**config.mk**
```make
export PLATFORM = sky130hd
export DESIGN_NAME = fcsr_host
export DESIGN_NICKNAME = d
export VERILOG_FILES = /design/src/verilog/fcsr_pkg.sv /design/src/verilog/fcsr_host.sv
export SDC_FILE = /design/constraint.sdc
export NUM_CORES = 1
export LEC_CHECK = 0
export ABC_AREA = 1
export BUFFER_PORTS_ARGS = -buffer_cell sky130_fd_sc_hd__buf_2
export CAP_MARGIN = 20
export CORE_ASPECT_RATIO = 2
export CORE_MARGIN = 4
export CORE_UTILIZATION = 39
export DETAILED_ROUTE_END_ITERATION = 7
export GPL_ROUTABILITY_DRIVEN = 0
export GPL_TIMING_DRIVEN = 0
export PLACE_DENSITY = 0.58
export RECOVER_POWER = 100
export SETUP_SLACK_MARGIN = 0.2
export SYNTH_ARGS = -nofsm -noshare
export SYNTH_HDL_FRONTEND = slang
export SYNTH_SLANG_ARGS = --single-unit
```
**constraint.sdc**
```tcl
create_clock -name clk_in -period 2.75 [get_ports clk_in]
set_clock_uncertainty 0.1 [all_clocks]
set_input_delay 0.1375 -clock clk_in [delete_from_list [all_inputs] [get_ports clk_in]]
set_output_delay 0.1375 -clock clk_in [all_outputs]
set_load 0.05 [all_outputs]
```
**src/verilog/fcsr_pkg.sv**
```systemverilog
package fcsr_pkg;
	localparam int ADDR_W = 20;
	localparam int DATA_W = 16;
	localparam int CNT_W = 12;
	// Bus timing in ns (suspend limit in us), converted to clk_in cycles (round up)
	localparam int CLK_PERIOD_NS = 50;
	localparam int T_WE_LOW_NS = 45;
	localparam int T_WE_HIGH_NS = 30;
	localparam int T_READ_ACC_NS = 70;
	localparam int T_SUSP_MAX_US = 25;
	localparam int SYNC_STAGES = 2;
	localparam int WE_CYC = (T_WE_LOW_NS + CLK_PERIOD_NS - 1) / CLK_PERIOD_NS;
	localparam int WH_CYC = (T_WE_HIGH_NS + CLK_PERIOD_NS - 1) / CLK_PERIOD_NS;
	localparam int RD_CYC = (T_READ_ACC_NS + CLK_PERIOD_NS - 1) / CLK_PERIOD_NS + SYNC_STAGES;
	localparam int SUSP_CYC = (T_SUSP_MAX_US * 1000 + CLK_PERIOD_NS - 1) / CLK_PERIOD_NS;
	// Command words
	localparam logic [7:0] D_UNLK1 = 8'haa;
	localparam logic [7:0] D_UNLK2 = 8'h55;
	localparam logic [7:0] D_RESET = 8'hf0;
	localparam logic [7:0] D_AUTOSEL = 8'h90;
	localparam logic [7:0] D_PROG = 8'ha0;
	localparam logic [7:0] D_BYPASS = 8'h20;
	localparam logic [7:0] D_BYP_EXIT2 = 8'h00;
	localparam logic [7:0] D_ERASE_SETUP = 8'h80;
	localparam logic [7:0] D_CHIP_ERASE = 8'h10;
	localparam logic [7:0] D_BLK_ERASE = 8'h30;
	localparam logic [7:0] D_SUSPEND = 8'hb0;
	localparam logic [7:0] D_RESUME = 8'h30;
	localparam logic [7:0] D_QUERY = 8'h98;
	// Word addresses; byte mode adds the low select bit below
	localparam logic [10:0] A_CMD = 11'h555;
	localparam logic [10:0] A_UNLK2 = 11'h2aa;
	localparam logic [10:0] A_QUERY = 11'h055;
	localparam int BLK_SHIFT = 15;
	typedef enum logic [3:0] {
		OP_READ, OP_RESET, OP_AUTOSEL, OP_PROG, OP_BYP_ENTER, OP_BYP_PROG, OP_BYP_EXIT,
		OP_CHIP_ERASE, OP_BLK_ERASE, OP_BLK_ADD, OP_SUSPEND, OP_RESUME, OP_QUERY
	} fcsr_op_e;
	typedef enum logic [2:0] {
		MD_ARRAY, MD_IDENT, MD_QRY_ARR, MD_QRY_IDENT, MD_BYPASS, MD_BUSY_PROG,
		MD_BUSY_CHIP, MD_BUSY_BLK
	} fcsr_mode_e;
	typedef enum logic [2:0] {ST_IDLE, ST_WR_LO, ST_WR_HI, ST_RD, ST_LAT} fcsr_st_e;
	typedef struct packed {
		fcsr_op_e op;
		logic [ADDR_W-1:0] addr;
		logic alsb;
		logic [DATA_W-1:0] data;
	} fcsr_req_s;
	typedef struct packed {
		logic [ADDR_W-1:0] a;
		logic lsb;
		logic [DATA_W-1:0] d;
	} fcsr_bus_s;
	typedef struct packed {
		fcsr_st_e st;
		fcsr_mode_e md;
		fcsr_req_s req;
		logic [2:0] idx;
		logic [CNT_W-1:0] cnt;
		logic susp;
		logic clean;
		logic open;
		logic byp_ret;
		logic [ADDR_W-BLK_SHIFT-1:0] blk;
		logic bm;
		logic byte_n;
		logic [DATA_W-1:0] s1;
		logic [DATA_W-1:0] s2;
		fcsr_bus_s bus;
		logic ce_n;
		logic we_n;
		logic oe_n;
		logic dq_oe;
		logic ready;
		logic done;
		logic err;
		logic [DATA_W-1:0] rdata;
	} fcsr_state_s;
endpackage

```
**src/verilog/fcsr_host.sv**
```systemverilog
// Notes on behaviour
// RULE1: Suspend is one write of B0.
// RULE2: Device stops erase within 25 us.
// RULE3: Suspend during block timeout is immediate.
// RULE4: No block additions after a resume.
// RULE5: Other blocks read and program normally.
// RULE6: Program to suspended block is dropped.
// RULE7: Reads in erasing block return status.
// RULE8: Ident, query, bypass allowed while suspended.
// RULE9: Resume only after read/reset to array.
// RULE10: Resume is 30; repeatable.
// RULE11: Query is 98, from array or ident.
// RULE12: Query mode reads the query area.
// RULE13: Reset from query returns previous mode.
// RULE14: Unlock AA/55 at fixed addresses.
// RULE15: Only low address and data decoded.
// RULE16: Read/reset is F0 at any address.
// RULE17: Identifier read is unlock then 90.
// RULE18: Program is unlock, A0, target value.
// RULE19: Bypass entry is unlock then 20.
// RULE20: Bypass program A0; exit 90 then 00.
// RULE21: Chip erase is six writes ending 10.
// RULE22: Block erase ends 30; may repeat.
// RULE23: Busy device ignores commands except suspend; the host accepts suspend only during block erase, not program or chip erase.
// RULE24: Suspended status shows polling bit one.
// RULE25: Unexpected write abandons the sequence.
module fcsr_host
	import fcsr_pkg::*;
(
	input wire logic clk_in,
	input wire logic arst_n_in,
	input wire logic en_in,
	input wire logic req_valid_in,
	input wire fcsr_pkg::fcsr_req_s req_in,
	input wire logic byte_mode_in,
	input wire logic op_end_in,
	input wire logic [fcsr_pkg::DATA_W-1:0] dq_in,
	output logic ready_out,
	output logic done_out,
	output logic err_out,
	output logic [fcsr_pkg::DATA_W-1:0] rdata_out,
	output logic suspended_out,
	output fcsr_pkg::fcsr_mode_e mode_out,
	output logic [fcsr_pkg::ADDR_W-1:0] addr_out,
	output logic [fcsr_pkg::DATA_W-1:0] dq_out,
	output logic dq_oe_out,
	output logic ce_n_out,
	output logic we_n_out,
	output logic oe_n_out,
	output logic byte_n_out
);
	import fcsr_pkg::*;
	if (WE_CYC < 1 || WH_CYC < 1 || RD_CYC >= (1 << CNT_W) || SUSP_CYC >= (1 << CNT_W)
		|| ADDR_W <= BLK_SHIFT || DATA_W != 16) begin : g_bad_cfg
		$error("fcsr_host: timing counts or widths do not fit");
	end

	fcsr_state_s r;
	fcsr_state_s n;
	logic ok;
	logic acc;

	function automatic logic [2:0] seq_last(input fcsr_op_e op);
		case (op)
			OP_AUTOSEL, OP_BYP_ENTER: seq_last = 3'h2;
			OP_PROG: seq_last = 3'h3;
			OP_BYP_PROG, OP_BYP_EXIT: seq_last = 3'h1;
			OP_CHIP_ERASE, OP_BLK_ERASE: seq_last = 3'h5;
			default: seq_last = 3'h0;
		endcase
	endfunction

	function automatic fcsr_bus_s cmd(input logic [10:0] a, input logic [7:0] d, input logic bm);
		fcsr_bus_s b;
		b = '0;
		// Byte mode: word address plus low select bit on the shared pin
		b.a = {{(ADDR_W-11){1'b0}}, a};
		b.lsb = bm && (a == A_UNLK2);
		b.d = {8'h00, d};
		return b;
	endfunction

	function automatic fcsr_bus_s step(input fcsr_req_s q, input logic [2:0] i, input logic bm);
		fcsr_bus_s u;
		u = '0;
		u.a = q.addr;
		u.lsb = q.alsb;
		u.d = q.data;
		step = u;
		case (q.op)
			// RULE16: single reset write
			OP_RESET: step = cmd(11'h000, D_RESET, bm);
			// RULE1: single suspend write
			OP_SUSPEND: step = cmd(11'h000, D_SUSPEND, bm);
			// RULE10: single resume write
			OP_RESUME: step = cmd(11'h000, D_RESUME, bm);
			// RULE11: query at its own address
			OP_QUERY: step = cmd(A_QUERY, D_QUERY, bm);
			// RULE20: bypass program and exit
			OP_BYP_PROG: step = (i == 3'h0) ? cmd(11'h000, D_PROG, bm) : u;
			OP_BYP_EXIT: step = cmd(11'h000, (i == 3'h0) ? D_AUTOSEL : D_BYP_EXIT2, bm);
			OP_BLK_ADD: begin
				u.d = {8'h00, D_BLK_ERASE};
				step = u;
			end
			default: begin
				// RULE14: unlock pair opens each long sequence
				if (i == 3'h0 || (i == 3'h3 && q.op != OP_PROG)) begin
					step = cmd(A_CMD, D_UNLK1, bm);
				end else if (i == 3'h1 || i == 3'h4) begin
					step = cmd(A_UNLK2, D_UNLK2, bm);
				end else if (i == 3'h2) begin
					// RULE17: RULE18: RULE19: RULE21: third write code
					case (q.op)
						OP_AUTOSEL: step = cmd(A_CMD, D_AUTOSEL, bm);
						OP_PROG: step = cmd(A_CMD, D_PROG, bm);
						OP_BYP_ENTER: step = cmd(A_CMD, D_BYPASS, bm);
						default: step = cmd(A_CMD, D_ERASE_SETUP, bm);
					endcase
				end else if (q.op == OP_CHIP_ERASE) begin
					step = cmd(A_CMD, D_CHIP_ERASE, bm);
				end else if (q.op == OP_BLK_ERASE) begin
					// RULE22: block address with 30
					u.d = {8'h00, D_BLK_ERASE};
					step = u;
				end
			end
		endcase
		// RULE15: select bit on top pin
		if (bm) begin
			step.d = {step.lsb, {(DATA_W-9){1'b0}}, step.d[7:0]};
		end
	endfunction

	// Which requests the device will honour in its present mode
	always_comb begin
		ok = 1'b0;
		case (r.md)
			MD_ARRAY: begin
				case (req_in.op)
					OP_READ, OP_RESET, OP_AUTOSEL, OP_BYP_ENTER, OP_QUERY: ok = 1'b1;
					// RULE6: never program the suspended block from array mode
					OP_PROG: ok = !(r.susp && req_in.addr[ADDR_W-1:BLK_SHIFT] == r.blk);
					OP_CHIP_ERASE, OP_BLK_ERASE: ok = !r.susp;
					// RULE9: resume waits for a reset to array
					OP_RESUME: ok = r.susp && r.clean;
					default: ok = 1'b0;
				endcase
			end
			// RULE11: query from ident mode too
			MD_IDENT: ok = req_in.op inside {OP_READ, OP_RESET, OP_QUERY};
			MD_QRY_ARR, MD_QRY_IDENT: ok = req_in.op inside {OP_READ, OP_RESET};
			MD_BYPASS: ok = req_in.op inside {OP_READ, OP_BYP_PROG, OP_BYP_EXIT};
			// RULE23: only suspend, reads and additions while erasing blocks
			MD_BUSY_BLK: begin
				ok = req_in.op inside {OP_READ, OP_SUSPEND} || (req_in.op == OP_BLK_ADD && r.open);
			end
			default: ok = (req_in.op == OP_READ);
		endcase
	end

	assign acc = en_in && r.st == ST_IDLE && req_valid_in && ok;

	always_comb begin
		n = r;
		n.done = 1'b0;
		n.err = 1'b0;
		n.s1 = dq_in;
		n.s2 = r.s1;
		case (r.st)
			ST_IDLE: begin
				if (req_valid_in && !ok) begin
					// RULE25: refused request leaves the mode as is
					n.err = 1'b1;
				end else if (acc) begin
					n.req = req_in;
					n.bm = byte_mode_in;
					n.byte_n = !byte_mode_in;
					n.idx = '0;
					n.cnt = '0;
					n.ce_n = 1'b0;
					n.bus.a = req_in.addr;
					n.bus.lsb = req_in.alsb;
					if (req_in.op == OP_READ) begin
						n.st = ST_RD;
						n.oe_n = 1'b0;
					end else begin
						n.st = ST_WR_LO;
						n.we_n = 1'b0;
						n.dq_oe = 1'b1;
						n.bus = step(req_in, 3'h0, byte_mode_in);
					end
				end
			end
			ST_WR_LO: begin
				n.cnt = r.cnt + 1'b1;
				if (r.cnt == CNT_W'(WE_CYC - 1)) begin
					n.we_n = 1'b1;
					n.cnt = '0;
					n.st = ST_WR_HI;
				end
			end
			ST_WR_HI: begin
				n.cnt = r.cnt + 1'b1;
				if (r.cnt == CNT_W'(WH_CYC - 1)) begin
					n.cnt = '0;
					if (r.idx != seq_last(r.req.op)) begin
						n.idx = r.idx + 1'b1;
						n.st = ST_WR_LO;
						n.we_n = 1'b0;
						n.bus = step(r.req, r.idx + 3'h1, r.bm);
					end else begin
						n.dq_oe = 1'b0;
						n.ce_n = 1'b1;
						n.st = ST_IDLE;
						n.done = 1'b1;
						n.clean = 1'b0;
						case (r.req.op)
							OP_RESET: begin
								// RULE13: query returns to the mode it came from
								n.md = (r.md == MD_QRY_IDENT) ? MD_IDENT : MD_ARRAY;
								n.clean = (r.md == MD_ARRAY) || (r.md == MD_QRY_ARR);
							end
							OP_AUTOSEL: n.md = MD_IDENT;
							// RULE12: query reads until reset
							OP_QUERY: n.md = (r.md == MD_IDENT) ? MD_QRY_IDENT : MD_QRY_ARR;
							// RULE8: bypass may be entered while suspended
							OP_BYP_ENTER: n.md = MD_BYPASS;
							OP_BYP_EXIT: n.md = MD_ARRAY;
							OP_PROG, OP_BYP_PROG: begin
								n.md = MD_BUSY_PROG;
								n.byp_ret = (r.req.op == OP_BYP_PROG);
							end
							OP_CHIP_ERASE: n.md = MD_BUSY_CHIP;
							OP_BLK_ERASE: begin
								n.md = MD_BUSY_BLK;
								n.open = 1'b1;
								n.blk = r.req.addr[ADDR_W-1:BLK_SHIFT];
							end
							OP_BLK_ADD: n.blk = r.req.addr[ADDR_W-1:BLK_SHIFT];
							OP_SUSPEND: begin
								// RULE3: additions end at suspend
								n.open = 1'b0;
								n.susp = 1'b1;
								n.done = 1'b0;
								n.ce_n = 1'b0;
								n.st = ST_LAT;
							end
							OP_RESUME: begin
								// RULE10: back to erasing; RULE4: list stays closed
								n.md = MD_BUSY_BLK;
								n.susp = 1'b0;
							end
							default: n.md = r.md;
						endcase
					end
				end
			end
			ST_LAT: begin
				// RULE2: wait out the worst suspend latency
				n.cnt = r.cnt + 1'b1;
				if (r.cnt == CNT_W'(SUSP_CYC - 1)) begin
					n.cnt = '0;
					n.md = MD_ARRAY;
					n.ce_n = 1'b1;
					n.st = ST_IDLE;
					n.done = 1'b1;
				end
			end
			default: begin
				// RULE7: data may be status in an erasing block
				n.cnt = r.cnt + 1'b1;
				if (r.cnt == CNT_W'(RD_CYC - 1)) begin
					n.rdata = r.s2;
					n.oe_n = 1'b1;
					n.ce_n = 1'b1;
					n.cnt = '0;
					n.st = ST_IDLE;
					n.done = 1'b1;
				end
			end
		endcase
		if (op_end_in && r.md inside {MD_BUSY_PROG, MD_BUSY_CHIP, MD_BUSY_BLK}) begin
			n.md = r.byp_ret ? MD_BYPASS : MD_ARRAY;
			n.byp_ret = 1'b0;
			n.open = 1'b0;
			if (r.md != MD_BUSY_PROG) begin
				n.susp = 1'b0;
			end
		end
		n.ready = (n.st == ST_IDLE);
	end

	always_ff @(posedge clk_in or negedge arst_n_in) begin
		if (!arst_n_in) begin
			r <= '0;
			r.st <= ST_IDLE;
			r.md <= MD_ARRAY;
			r.ce_n <= 1'b1;
			r.we_n <= 1'b1;
			r.oe_n <= 1'b1;
			r.ready <= 1'b1;
			r.byte_n <= 1'b1;
		end else if (en_in) begin
			r <= n;
		end
	end

	assign ready_out = r.ready;
	assign done_out = r.done;
	assign err_out = r.err;
	assign rdata_out = r.rdata;
	assign suspended_out = r.susp;
	assign mode_out = r.md;
	assign addr_out = r.bus.a;
	assign dq_out = r.bus.d;
	assign dq_oe_out = r.dq_oe;
	assign ce_n_out = r.ce_n;
	assign we_n_out = r.we_n;
	assign oe_n_out = r.oe_n;
	assign byte_n_out = r.byte_n;

	we_oe_excl_a: assert property (@(posedge clk_in) disable iff (!arst_n_in) // RULE18
		!(!r.we_n && !r.oe_n)) else $error("write and read strobes overlap");
	resume_gate_a: assert property (@(posedge clk_in) disable iff (!arst_n_in) // RULE9
		acc && req_in.op == OP_RESUME |-> r.md == MD_ARRAY && r.susp && r.clean)
		else $error("resume issued without prior reset");
	query_gate_a: assert property (@(posedge clk_in) disable iff (!arst_n_in) // RULE11
		acc && req_in.op == OP_QUERY |-> r.md inside {MD_ARRAY, MD_IDENT})
		else $error("query issued from wrong mode");
	blk_add_a: assert property (@(posedge clk_in) disable iff (!arst_n_in) // RULE4
		acc && req_in.op == OP_BLK_ADD |-> r.open && !r.susp)
		else $error("block added after resume");
	susp_prog_a: assert property (@(posedge clk_in) disable iff (!arst_n_in) // RULE6
		acc && req_in.op == OP_PROG && r.susp |-> req_in.addr[ADDR_W-1:BLK_SHIFT] != r.blk)
		else $error("program aimed at suspended block");
	busy_gate_a: assert property (@(posedge clk_in) disable iff (!arst_n_in) // RULE23
		acc && r.md inside {MD_BUSY_PROG, MD_BUSY_CHIP} |-> req_in.op == OP_READ)
		else $error("command sent to busy device");
	susp_wait_a: assert property (@(posedge clk_in) disable iff (!arst_n_in) // RULE2
		en_in && r.st == ST_LAT && r.cnt != CNT_W'(SUSP_CYC - 1) |=> r.st == ST_LAT)
		else $error("suspend latency cut short");
	we_width_a: assert property (@(posedge clk_in) disable iff (!arst_n_in) // RULE14
		en_in && r.st == ST_WR_LO && r.cnt != CNT_W'(WE_CYC - 1) |=> !r.we_n)
		else $error("write strobe too short");
	unlock_a: assert property (@(posedge clk_in) disable iff (!arst_n_in) // RULE14
		en_in && r.st == ST_WR_LO && r.idx == 3'h1 && r.req.op == OP_PROG
		|-> r.bus.d[7:0] == D_UNLK2 && r.bus.a[10:0] == A_UNLK2)
		else $error("second unlock write wrong");
	qry_return_a: assert property (@(posedge clk_in) disable iff (!arst_n_in) // RULE13
		en_in && r.md == MD_QRY_IDENT && r.st == ST_WR_HI && r.req.op == OP_RESET
		&& r.cnt == CNT_W'(WH_CYC - 1) |=> r.md == MD_IDENT)
		else $error("reset from query lost ident mode");
endmodule

```
==> results.cfg <==
[timing]
report.final.hold_viol_count = 0
rsz0062_at_grt = true
relSlewSlack_pct = -18.6
slew_violations = 70
tightest_slew_ns = 1.78
finalCritPeriodShare_pct = 93.9
report.final.setup_viol = 0
timing.hold.ws_ns = 0.0504
fmaxAchievable_ghz = 0.387
final.min_clock_period_ns = 2.58
postLayoutSetupSlackWorst_ns = 0.168

[clock_network]
cts_inserted_buffers = 17
clock-root-buffer = clkbuf_16
tritoncts = yes
clock_tree.htree_level_count = 4
clkSlewWorstSetupHoldPaths_ns = 0.07
insertion_delay_ns = 0.44
clock_path_buffers = 2
cts.sinks = 164

[placement]
placed_cells = 1666
placed_cell_area_um2 = 10300
placement.setup.worst_slack_ns = -0.154
buffer_ports.inserted = 125
dp.final_hpwl_um = 21600

[die]
horizontal_extent_of_the_die_um = 117
height_of_the_chip_um = 226
core.rowCount = 79
die_area_um2 = 26400
core_area_um2 = 23300
ios = 127
initial_core_util_pct = 39.7

[setup_path]
setup.worst_path.start = r[115]$_DFFE_PN0P_
reg_to_reg_startpoint = r[115]$_DFFE_PN0P_
critPathMaxStageDelay_ns = 0.44
worstPathArrival_ns = 2.80
critPathSlowestCell = dfrtp_2
maximum_net_fanout_on_the_critical_path = 6
critical_path.cell_chain = ha_2 > ha_4 > inv_1 > or2_2 > o21ai_2 > clkbuf_1 > o21ai_0 > nand2_1 > o21ai_0 > a21oi_1 > o21ai_0
crit_path_end_kind = register
crit_start_category = register
critPathMostFrequentCell = o21ai_0
worst-setup-path-type = register to register
crit_required_ns = 2.97

[layout]
post-route-util_pct = 49.7
n_diodes = 0
nNetsFinal = 1538
post_route_cells_drive_above_1_share_pct = 16.6
layout.cells.non_filler = 1764
postLayoutCellArea_um2 = 11600
area.growth.synth_to_final_pct = 25.1
n_fill_cell = 2422

[global_route]
initial_antenna_violation_count = 0
global_route.usage.total_pct = 22.9
grt_start_max_net_pins = 96
overflow = 0
grt_first_pass_wirelength_um = 46500
grt_pass1_vias = 9060

[min_path]
hold_class = primary input to register
hold_path_startpoint = req_in[38]

[logic_synthesis]
async_sr_flop_fraction_pct = 100
ys_warn_count = 0
synth-edff-count = 0
yosys_register_bits = 164
synth_ff_type = dfrtp_1
avgSynthCellArea_um2 = 7.37
synthesis.nets = 1327
post_synth_instance_area_um2 = 9270
synthDistinctLibCells = 45
netlist_instances = 1257
synth-seq-area-share_pct = 44.3

[routing]
total_iterations_of_the_first_detailed_routing_run = 5
postRouteWirelength_um = 29000
dr_total_vias = 8894
detailed_route_wire_length_per_cell_um = 16.4
detail_route.vias_per_cell = 5.04
drt_drc_violations_left = 0
drt-initial-drc-count = 594
ant_nets = 0

[power]
ir_worst_vdd_v = 0.000482
power.density_cell_area_nw_per_um2 = 1060
cellLeakagePower_uw = 0.00590

[outcome]
violations = max-capacitance violations, max-slew violations
result_of_the_run = finished, violations left

[job]
max_cap_viol_count = 1
## synth_stat cells, types with 5 or more instances
master,number,area share [%]
nand2_2,9,0.61
nand4_1,15,1.0
nor3_1,10,0.54
a21oi_1,32,1.7
inv_2,12,0.49
o21ai_1,12,0.65
dfrtp_1,159,43
buf_2,9,0.49
dfstp_2,5,1.4
a31oi_1,6,0.41
nand3_1,100,5.4
nor2_1,71,2.9
inv_1,136,5.5
nand2_1,400,16
o21ai_0,127,6.9
buf_4,63,5.1
o31ai_1,11,0.89
clkbuf_1,17,0.69
o2111ai_1,6,0.57
ha_1,7,0.95
nor2_2,7,0.47
## power by group
part / switching, uW / leakage (uW) / internal [uW]
Combinational: 4160 / 0.00350 / 1740
Clock: 1050 / 0.000310 / 1530
Sequential: 568 / 0.00209 / 3210
Total: 5780 / 0.00590 / 6480
## path summary, 6_finish.rpt
| path | slack (ns) | end | cells past startpoint |
|---|---|---|---|
| worst max-delay path | 0.17 | addr_out[1]$_DFFE_PN0P_ | 11 |
| worst min-delay path | 0.05 | r[156]$_DFFE_PN0P_ | 3 |
| worst max register to register | 0.17 | addr_out[1]$_DFFE_PN0P_ | 11 |
| worst min register to register | 0.37 | n[64]$_DFFE_PN0P_ | 2 |
| max in group asynchronous | 0.70 | we_n_out$_DFFE_PN1P_ | 3 |
| min in group asynchronous | 0.57 | addr_out[5]$_DFFE_PN0P_ | 2 |
## cell type report
type	instances	area, um2	share of cell area [%]
Sequential cell	164	4120	35.5
Multi-Input combinational cell	849	4080	35.2
Timing Repair Buffer	192	1210	10.4
Buffer	96	646	5.57
Inverter	148	558	4.81
Clock buffer	17	425	3.67
Tap cell	283	354	3.06
Clock inverter	15	203	1.75
## kinds of logic (layout without fill, tap and decap cells)
group,count (synthesis),count (layout),share of synthesized area (%)
AOI/OAI and AO/OA,208,208,12.2
adders and majority gates,7,7,0.945
buffers and inverters,244,468,12.8
and+or+nand+nor,629,629,29.2
xor gates and xnor gates,5,5,0.473
DFF,164,164,44.4
## sequential cells by signal, indices dropped and copies added, names as in the netlist
name           count
r                 84
addr_out          20
dq_out            16
n                 16
rdata_out         16
mode_out           3
byte_n_out         1
ce_n_out           1
done_out           1
dq_oe_out          1
err_out            1
oe_n_out           1
ready_out          1
suspended_out      1
we_n_out           1
## per-layer routing
metal	wire length [um]	GRT usage [%]	part of all wire [%]
met1	10700	24.3	37
met2	15600	41.2	54
met5	0	0	0
met3	1210	4.10	4.2
met4	1550	13.1	5.3
## cells in the final DEF (no fill, tap or decap), types with 58 or more instances in the layout
master	count
dlygate4sd3_1	58
clkbuf_1	82
buf_4	68
inv_1	136
nand3_1	99
nor2_1	69
dfrtp_1	155
buf_2	63
o21ai_0	129
nand2_1	393
## worst max-delay path: cells and delay by family (launching register included)
kind | cells | cell delay (ns)
flip-flops | 1 | 0.44
buffers and inverters | 2 | 0.35
AND/OR/NAND/NOR | 2 | 0.36
AO/OA/AOI/OAI | 5 | 0.71
adder cells (fa/ha/maj) | 2 | 0.50
## per-stage QoR
step	power (uW)	setup TNS [ns]
after floorplan	8070	0
after global placement	9500	-191.51
after detailed placement	9570	-1.10
after CTS	12300	0
after global routing	13100	0
final	12300	0
## repair_timing
item,in CTS,in global routing
gates cloned,1,0
hold endpoints to repair,132,0
setup endpoints to repair,49,113
buffers inserted,4,3
pin swaps,1,2
gates resized for setup,12,47
hold buffers,58,0
Power figures use the tool's default switching activity.
